**src/verilog/jdap_params.svh**
```systemverilog
// Constants for the test access and debug entry block
`ifndef JDAP_PARAMS_SVH
`define JDAP_PARAMS_SVH
`define JDAP_IR_W        4
`define JDAP_IR_RESET    4'hF
`define JDAP_IR_CAPTURE  4'h1
`define JDAP_IR_BYPASS   4'hF
`define JDAP_IR_DBGCMD   4'h7
`define JDAP_IR_DBGSTAT  4'h6
`define JDAP_DR_W        32
`define JDAP_DR_ZERO     32'h0000_0000
`define JDAP_ACK_CYCLES  2'h3
`define JDAP_ADDR_W      8
`define JDAP_CMD_READ    1'h0
`define JDAP_CMD_WRITE   1'h1
`define JDAP_CMD_BIT     31
`define JDAP_ADDR_MSB    30
`define JDAP_ADDR_LSB    23
`define JDAP_WDATA_MSB   22
`define JDAP_WDATA_LSB   0
`define JDAP_WDATA_W     23
`endif

```
**src/verilog/jdap_pkg.sv**
```systemverilog
// Types for the test access and debug entry block
package jdap_pkg;
  typedef enum logic [3:0] {
    JDAP_TLR   = 4'h0,
    JDAP_RTI   = 4'h1,
    JDAP_SELDR = 4'h3,
    JDAP_CAPDR = 4'h2,
    JDAP_SHDR  = 4'h6,
    JDAP_EX1DR = 4'h7,
    JDAP_PDR   = 4'h5,
    JDAP_EX2DR = 4'h4,
    JDAP_UPDR  = 4'hC,
    JDAP_SELIR = 4'hD,
    JDAP_CAPIR = 4'hF,
    JDAP_SHIR  = 4'hE,
    JDAP_EX1IR = 4'hA,
    JDAP_PIR   = 4'hB,
    JDAP_EX2IR = 4'h9,
    JDAP_UPIR  = 4'h8
  } jdap_tap_t;
endpackage : jdap_pkg

```
**src/verilog/jdap_top.sv**
```systemverilog
// Test access port and debug entry logic
//////////////////////////////////////////////////////////////////////////////
`include "jdap_params.svh"
module jdap_top
  import jdap_pkg::*;
(
  input  wire logic                      mclk,
  input  wire logic                      resetn,
  input  wire logic                      tck,
  input  wire logic                      tms,
  input  wire logic                      tdi,
  input  wire logic                      trstn,
  output logic                           tdo_o,
  output logic                           tdo_oe,
  input  wire logic                      debug_event_pin_i,
  output logic                           debug_event_pin_o,
  output logic                           debug_event_pin_oe,
  input  wire logic                      core_instr_done,
  input  wire logic                      core_bkpt_hit,
  output logic                           core_halt_req,
  output logic                           core_in_debug,
  output logic                           core_resume,
  output logic                           dbg_req,
  output logic                           dbg_we,
  output logic [`JDAP_ADDR_W-1:0]        dbg_addr,
  output logic [`JDAP_WDATA_W-1:0]       dbg_wdata,
  input  wire logic [`JDAP_DR_W-1:0]     dbg_rdata
);
  //////////////////////////////////////////////////////////////////////////////
  // Synchronisers: first stage read only by second
  // TCK must stay high and low for more than one mclk cycle each, or edges can be lost
  logic [2:0] s1_ff;
  logic [2:0] s2_ff;
  logic       s3_tck_ff;
  logic       trst_s1_ff;
  logic       trst_s2_ff;
  logic       de_s1_ff;
  logic       de_s2_ff;
  always_ff @(posedge mclk or negedge resetn)
  begin
    if (!resetn)
    begin
      s1_ff     <= 3'h0;
      s2_ff     <= 3'h0;
      s3_tck_ff <= 1'b0;
    end
    else
    begin
      s1_ff     <= {tck, tms, tdi};
      s2_ff     <= s1_ff;
      s3_tck_ff <= s2_ff[2];
    end
  end
  // Event pin idles high on its pull-up, so its stages reset to one
  always_ff @(posedge mclk or negedge resetn)
  begin
    if (!resetn)
    begin
      de_s1_ff <= 1'b1;
      de_s2_ff <= 1'b1;
    end
    else
    begin
      de_s1_ff <= debug_event_pin_i;
      de_s2_ff <= de_s1_ff;
    end
  end
  // Test reset bypasses the sampler so it acts without any test clock edge
  always_ff @(posedge mclk or negedge trstn)
  begin
    if (!trstn)
    begin
      trst_s1_ff <= 1'b1;
      trst_s2_ff <= 1'b1;
    end
    else
    begin
      trst_s1_ff <= 1'b0;
      trst_s2_ff <= trst_s1_ff;
    end
  end
  wire tms_s   = s2_ff[1];
  wire tdi_s   = s2_ff[0];
  wire tck_ris = s2_ff[2] & ~s3_tck_ff;
  wire tck_fal = ~s2_ff[2] & s3_tck_ff;
  wire trst_a  = trst_s2_ff;

  //////////////////////////////////////////////////////////////////////////////
  // TAP controller
  jdap_tap_t tap_ff;
  jdap_tap_t nxt_tap;
  function automatic jdap_tap_t jdap_step(input jdap_tap_t s, input logic m);
    case (s)
      JDAP_TLR:   jdap_step = m ? JDAP_TLR   : JDAP_RTI;
      JDAP_RTI:   jdap_step = m ? JDAP_SELDR : JDAP_RTI;
      JDAP_SELDR: jdap_step = m ? JDAP_SELIR : JDAP_CAPDR;
      JDAP_CAPDR: jdap_step = m ? JDAP_EX1DR : JDAP_SHDR;
      JDAP_SHDR:  jdap_step = m ? JDAP_EX1DR : JDAP_SHDR;
      JDAP_EX1DR: jdap_step = m ? JDAP_UPDR  : JDAP_PDR;
      JDAP_PDR:   jdap_step = m ? JDAP_EX2DR : JDAP_PDR;
      JDAP_EX2DR: jdap_step = m ? JDAP_UPDR  : JDAP_SHDR;
      JDAP_UPDR:  jdap_step = m ? JDAP_SELDR : JDAP_RTI;
      JDAP_SELIR: jdap_step = m ? JDAP_TLR   : JDAP_CAPIR;
      JDAP_CAPIR: jdap_step = m ? JDAP_EX1IR : JDAP_SHIR;
      JDAP_SHIR:  jdap_step = m ? JDAP_EX1IR : JDAP_SHIR;
      JDAP_EX1IR: jdap_step = m ? JDAP_UPIR  : JDAP_PIR;
      JDAP_PIR:   jdap_step = m ? JDAP_EX2IR : JDAP_PIR;
      JDAP_EX2IR: jdap_step = m ? JDAP_UPIR  : JDAP_SHIR;
      JDAP_UPIR:  jdap_step = m ? JDAP_SELDR : JDAP_RTI;
      default:    jdap_step = JDAP_TLR;
    endcase
  endfunction : jdap_step
  assign nxt_tap = tck_ris ? jdap_step(tap_ff, tms_s) : tap_ff;
  always_ff @(posedge mclk or negedge resetn)
  begin
    if (!resetn)
      tap_ff <= JDAP_TLR;
    else if (trst_a)
      tap_ff <= JDAP_TLR;
    else
      tap_ff <= nxt_tap;
  end

  //////////////////////////////////////////////////////////////////////////////
  // Instruction and data registers
  logic [`JDAP_IR_W-1:0] ir_sh_ff;
  logic [`JDAP_IR_W-1:0] ir_ff;
  logic [`JDAP_DR_W-1:0] dr_ff;
  logic                  in_debug_ff;
  wire sel_cmd  = (ir_ff == `JDAP_IR_DBGCMD);
  wire sel_stat = (ir_ff == `JDAP_IR_DBGSTAT);
  wire sel_byp  = ~sel_cmd & ~sel_stat;
  wire sh_ir    = (tap_ff == JDAP_SHIR);
  wire sh_dr    = (tap_ff == JDAP_SHDR);
  wire [`JDAP_DR_W-1:0] cap_val = sel_cmd ? dbg_rdata : {{(`JDAP_DR_W-1){1'b0}}, in_debug_ff};
  always_ff @(posedge mclk or negedge resetn)
  begin
    if (!resetn)
    begin
      ir_sh_ff <= `JDAP_IR_RESET;
      ir_ff    <= `JDAP_IR_RESET;
      dr_ff    <= `JDAP_DR_ZERO;
    end
    else if (trst_a || tap_ff == JDAP_TLR)
      ir_ff    <= `JDAP_IR_RESET;
    else if (tck_ris)
    begin
      if (tap_ff == JDAP_CAPIR)
        ir_sh_ff <= `JDAP_IR_CAPTURE;
      else if (sh_ir)
        ir_sh_ff <= {tdi_s, ir_sh_ff[`JDAP_IR_W-1:1]};
      else if (tap_ff == JDAP_UPIR)
        ir_ff <= ir_sh_ff;
      if (tap_ff == JDAP_CAPDR)
        dr_ff <= sel_byp ? `JDAP_DR_ZERO : cap_val;
      else if (sh_dr && sel_byp)
        dr_ff[0] <= tdi_s;
      else if (sh_dr)
        dr_ff <= {tdi_s, dr_ff[`JDAP_DR_W-1:1]};
    end
  end

  //////////////////////////////////////////////////////////////////////////////
  // Serial output, updated on falling test clock; test reset also clears the enable
  wire tdo_bit = sh_ir ? ir_sh_ff[0] : dr_ff[0];
  always_ff @(posedge mclk or negedge resetn)
  begin
    if (!resetn)
    begin
      tdo_o  <= 1'b0;
      tdo_oe <= 1'b0;
    end
    else if (trst_a)
      tdo_oe <= 1'b0;
    else if (tck_fal)
    begin
      tdo_o  <= tdo_bit;
      tdo_oe <= sh_ir | sh_dr;
    end
  end

  //////////////////////////////////////////////////////////////////////////////
  // Debug access: commands only arrive by Update-DR on the command register
  wire upd_cmd = tck_ris & (tap_ff == JDAP_UPDR) & sel_cmd;
  always_ff @(posedge mclk or negedge resetn)
  begin
    if (!resetn)
    begin
      dbg_req   <= 1'b0;
      dbg_we    <= 1'b0;
      dbg_addr  <= {`JDAP_ADDR_W{1'b0}};
      dbg_wdata <= {`JDAP_WDATA_W{1'b0}};
    end
    else
    begin
      dbg_req <= upd_cmd & in_debug_ff;
      if (upd_cmd)
      begin
        dbg_we    <= (dr_ff[`JDAP_CMD_BIT] == `JDAP_CMD_WRITE);
        dbg_addr  <= dr_ff[`JDAP_ADDR_MSB:`JDAP_ADDR_LSB];
        dbg_wdata <= dr_ff[`JDAP_WDATA_MSB:`JDAP_WDATA_LSB];
      end
    end
  end

  //////////////////////////////////////////////////////////////////////////////
  // Debug entry; event pin is independent of the TAP state
  logic       halt_ff;
  logic [1:0] ack_cnt_ff;
  logic       oe_d1_ff;
  logic       oe_d2_ff;
  // Own pull stays in the pin synchroniser two cycles after release; mask it
  wire own_pull = debug_event_pin_oe | oe_d1_ff | oe_d2_ff;
  wire ext_req  = ~de_s2_ff & ~own_pull;
  wire enter    = ~in_debug_ff & ((halt_ff & core_instr_done) | core_bkpt_hit);
  // An all-zero command word is the resume command
  wire resume   = upd_cmd & (dr_ff == `JDAP_DR_ZERO) & in_debug_ff;
  always_ff @(posedge mclk or negedge resetn)
  begin
    if (!resetn)
    begin
      oe_d1_ff <= 1'b0;
      oe_d2_ff <= 1'b0;
    end
    else
    begin
      oe_d1_ff <= debug_event_pin_oe;
      oe_d2_ff <= oe_d1_ff;
    end
  end

  // Entry consumes the request; a stale one would halt the core after resume
  always_ff @(posedge mclk or negedge resetn)
  begin
    if (!resetn)
      halt_ff <= 1'b0;
    else if (enter)
      halt_ff <= 1'b0;
    else if (ext_req && !in_debug_ff)
      halt_ff <= 1'b1;
  end

  always_ff @(posedge mclk or negedge resetn)
  begin
    if (!resetn)
    begin
      in_debug_ff <= 1'b0;
      core_resume <= 1'b0;
    end
    else
    begin
      core_resume <= resume;
      if (enter)
        in_debug_ff <= 1'b1;
      else if (resume)
        in_debug_ff <= 1'b0;
    end
  end

  // Counted in device clocks, since the test clock may be stopped
  always_ff @(posedge mclk or negedge resetn)
  begin
    if (!resetn)
    begin
      ack_cnt_ff         <= 2'h0;
      debug_event_pin_oe <= 1'b0;
    end
    else if (enter)
    begin
      ack_cnt_ff         <= `JDAP_ACK_CYCLES - 2'h1;
      debug_event_pin_oe <= 1'b1;
    end
    else if (ack_cnt_ff != 2'h0)
      ack_cnt_ff <= ack_cnt_ff - 2'h1;
    else
      debug_event_pin_oe <= 1'b0;
  end
  // Open drain: data is always low, only the enable moves
  always_ff @(posedge mclk or negedge resetn)
  begin
    if (!resetn)
    begin
      debug_event_pin_o <= 1'b0;
      core_halt_req     <= 1'b0;
      core_in_debug     <= 1'b0;
    end
    else
    begin
      debug_event_pin_o <= 1'b0;
      core_halt_req     <= halt_ff | ext_req;
      core_in_debug     <= in_debug_ff;
    end
  end
endmodule : jdap_top

```
**config.mk**
```make
export PLATFORM = sky130hd
export DESIGN_NAME = jdap_top
export DESIGN_NICKNAME = d
export VERILOG_FILES = /design/src/verilog/jdap_pkg.sv /design/src/verilog/jdap_top.sv
export VERILOG_INCLUDE_DIRS = /design/src /design/src/verilog
export SDC_FILE = /design/constraint.sdc
export NUM_CORES = 1
export LEC_CHECK = 0
export ABC_AREA = 1
export BUFFER_PORTS_ARGS = -buffer_cell sky130_fd_sc_hd__buf_4
export CELL_PAD_IN_SITES_DETAIL_PLACEMENT = 0
export CELL_PAD_IN_SITES_GLOBAL_PLACEMENT = 2
export CORE_MARGIN = 2
export CORE_UTILIZATION = 29
export DETAILED_ROUTE_END_ITERATION = 6
export PLACE_DENSITY = 0.75
export SETUP_SLACK_MARGIN = 0.3
export SLEW_MARGIN = 40
export SYNTH_ARGS = -nofsm -noshare
export SYNTH_HDL_FRONTEND = slang
export SYNTH_SLANG_ARGS = --single-unit
```
**constraint.sdc**
```tcl
create_clock -name mclk -period 1.8 [get_ports mclk]
set_clock_uncertainty 0.2 [all_clocks]
set_input_delay 0.36 -clock mclk [delete_from_list [all_inputs] [get_ports mclk]]
set_output_delay 0.36 -clock mclk [all_outputs]
set_load 0.01 [all_outputs]
```
==> run summary <==
drt first pass iters - 4
Final Hold Viols - 0
number of global-route vias before repair - 3848
Hold Worst Slack - 0.151 ns
Final Setup Violations - 0
via density per instance - 4.69
Seq/Total Area, Yosys - 0.561
fraction of layout cells with a size suffix above 1 - 0.437
row cnt - 45
Clock Sinks - 100
Seq cells post-synth - 100
nets - 707
later-pin clock latency in the skew report - 0.36 ns
synthesized area - 4490 um^2
RSZ-0062 raised after global routing - yes
clock slew at reported path FFs - 0.07 ns
DR vias - 4028
Yosys Warn Count - 0
I/O pin count - 81
outcome - complete, no violations
Starting Density - 0.296
cell with the most instances after synthesis - nand2_1
Synth top area share - 0.490
initial antenna violation count - 0
Yosys cell types - 26
Die X-Extent - 128 um
total track usage - 0.155
Top delay family on crit path - simple AND/OR/NAND/NOR gates
CP arrival - 1.84 ns
ANT nets after route - 0
top post-synthesis cells by area - dfrtp_1 49%, o21ai_0 11%, nand2_1 10%
fmax - 574 MHz
Period Utilization, post-route - 0.968
crit path buf inv count - 2
Routed WL - 13.2 mm
Bufs on Longest Clock Path - 2
critical path required time - 1.90 ns
Pwr Density - 672 nW/um^2
Leakage - 3.20 nW
port buffer count - 79
largest net degree at the start of global routing - 39
fin util - 0.460
EDFF count, synth - 0
DP Wirelength - 8.20 mm
Fill cells - 1464
worst-path cell chain - nand3_4 -> nor2_4 -> nand3_4 -> buf_12 -> buf_6 -> nor2_4 -> and2_1
slowest CP cell - dfstp_2
Crit Path Class - reg2reg
synthesized area per cell - 8.36 um^2
Min Clock Period, post-route - 1.74 ns
Die Ht - 128 um
Slew Limit Fails - 0
1st-iter DRT viols - 221
TritonCTS clock tree - yes
ys async rst share - 1.00
Max stage delay on crit path - 0.56 ns
CP startpoint kind - flop
Crit Path Max Fanout - 8
Max Cap Viol - 0
CTS Root Cell - clkbuf_16
worst hold path class - reg2reg
area leader, netlist - dfrtp_1
Core ar. - 15100 um^2
Top FF cell, synth - dfrtp_1
Synth Instances - 537
peak supply drop - 0.460 mV
antenna cells - 0
die area - 16500 um^2
first-pass GRT wire length - 19.9 mm
synth cell count leaders - 123 x nand2_1, 95 x o21ai_0, 88 x dfrtp_1, 62 x inv_1, 52 x nand3_1
GPL Wtd Cong - 0.871
critical path endpoint category - flop
wire per inst - 15.4 um
residual DRC count - 0
grt total ovfl - 0
Area growth syn-to-layout - 55.1%
H-tree levels - 3
total CTS buffers - 9
==> repair_timing <==
action | in CTS | in global routing
cloned | 2 | 10
gates resized for setup | 33 | 196
hold buffers | 6 | 0
pin swaps | 6 | 24
setup buffers | 10 | 11
endpoints found under the hold margin | 22 | 0
setup endpoints to repair | 81 | 83
==> area by class of cell <==
| class | count | area (um^2) | share of cell area |
|---|---|---|---|
| Clock buffer | 10 | 239 | 0.0343 |
| Clock inverter | 6 | 70.1 | 0.0101 |
| Inverter | 64 | 250 | 0.0359 |
| Multi-Input combinational cell | 350 | 2130 | 0.306 |
| Sequential cell | 100 | 2520 | 0.362 |
| Tap cell | 188 | 235 | 0.0338 |
| Timing Repair Buffer | 140 | 1520 | 0.218 |
==> cell usage in the layout (no fill, tap or decap), drive strengths merged <==
master / count
clkinv: 1
bufinv: 1
nor2: 47
nand3: 52
and2: 1
xor2: 1
dlygate4sd3: 6
ha: 1
o21ai: 110
nor3: 1
conb: 2
nand2: 125
o211ai: 2
dfstp: 12
buf: 128
clkbuf: 16
clkinvlp: 2
dfrtp: 88
o31ai: 1
inv: 66
a21oi: 7
==> state kept, by name (all words and copies together), names as in the netlist, 2 cells and up <==
name and count:
ir_ff 4, tap_ff 4, ir_sh_ff 4, s2_ff 3, dr_ff 32, s1_ff 3
dbg_addr 8, ack_cnt_ff 2, dbg_wdata 23
==> worst reg2reg max path, cell delays in order (launching register included) <==
cell and delay [ns]:
dfstp_2 0.56, nand3_4 0.10, nor2_4 0.16, nand3_4 0.13, buf_12 0.17, buf_6 0.12, nor2_4 0.12, and2_1 0.13
==> routing by layer <==
layer,vias to the layer above,global-route usage,part of all wire
li1,1998,-,-
met1,1946,0.209,0.47
met2,71,0.245,0.48
met3,13,0.0416,0.037
met4,0,0.0427,0.015
met5,-,0,0
==> stage by stage <==
step / area [um^2] / worst slack (ns) / setup TNS (ns) / power (W) / instances
floorplan: 4620 / 0.229 / 0 / 0.00248 / 538
global placement: 5510 / 0.0374 / 0 / 0.00265 / 803
detailed placement: 5510 / 0.0275 / 0 / 0.00266 / 803
CTS: 6100 / 0.0952 / 0 / 0.00474 / 837
global route: 6970 / -0.0147 / -0.0196 / 0.00490 / 858
finish: 6970 / 0.0576 / 0 / 0.00468 / 858
==> where the power goes <==
part / switching (W) / total [W] / internal (W)
clock: 0.000912 / 0.00204 / 0.00113
sequential: 0.0000269 / 0.00232 / 0.00230
combinational: 0.000163 / 0.000316 / 0.000153
total: 0.00110 / 0.00468 / 0.00358
==> path summary, 6_finish.rpt <==
path / end / from / slack [ns] / cells after the start
worst max-delay path: core_resume$_DFF_PN0_ / ir_ff[2]$_DFFE_PN1P_ / 0.06 / 7
worst min-delay path: s2_ff[2]$_DFF_PN0_ / s1_ff[2]$_DFF_PN0_ / 0.15 / 0
worst max register to register: core_resume$_DFF_PN0_ / ir_ff[2]$_DFFE_PN1P_ / 0.06 / 7
worst min register to register: s2_ff[2]$_DFF_PN0_ / s1_ff[2]$_DFF_PN0_ / 0.15 / 0
max in group asynchronous: dr_ff[24]$_DFFE_PN0P_ / resetn / 0.55 / 3
min in group asynchronous: trst_s1_ff$_DFF_PN1_ / trstn / 0.27 / 2
==> kinds of logic after synthesis <==
kind of cell	synth area share
and+or+nand+nor	0.215
AOI/OAI and AO/OA	0.135
other	0.000835
buffers and inverters	0.0839
DFF	0.561
xor gates and xnor gates	0.00195
adders and majority gates	0.00279
Note: power is estimated with default switching activity, not from simulation.
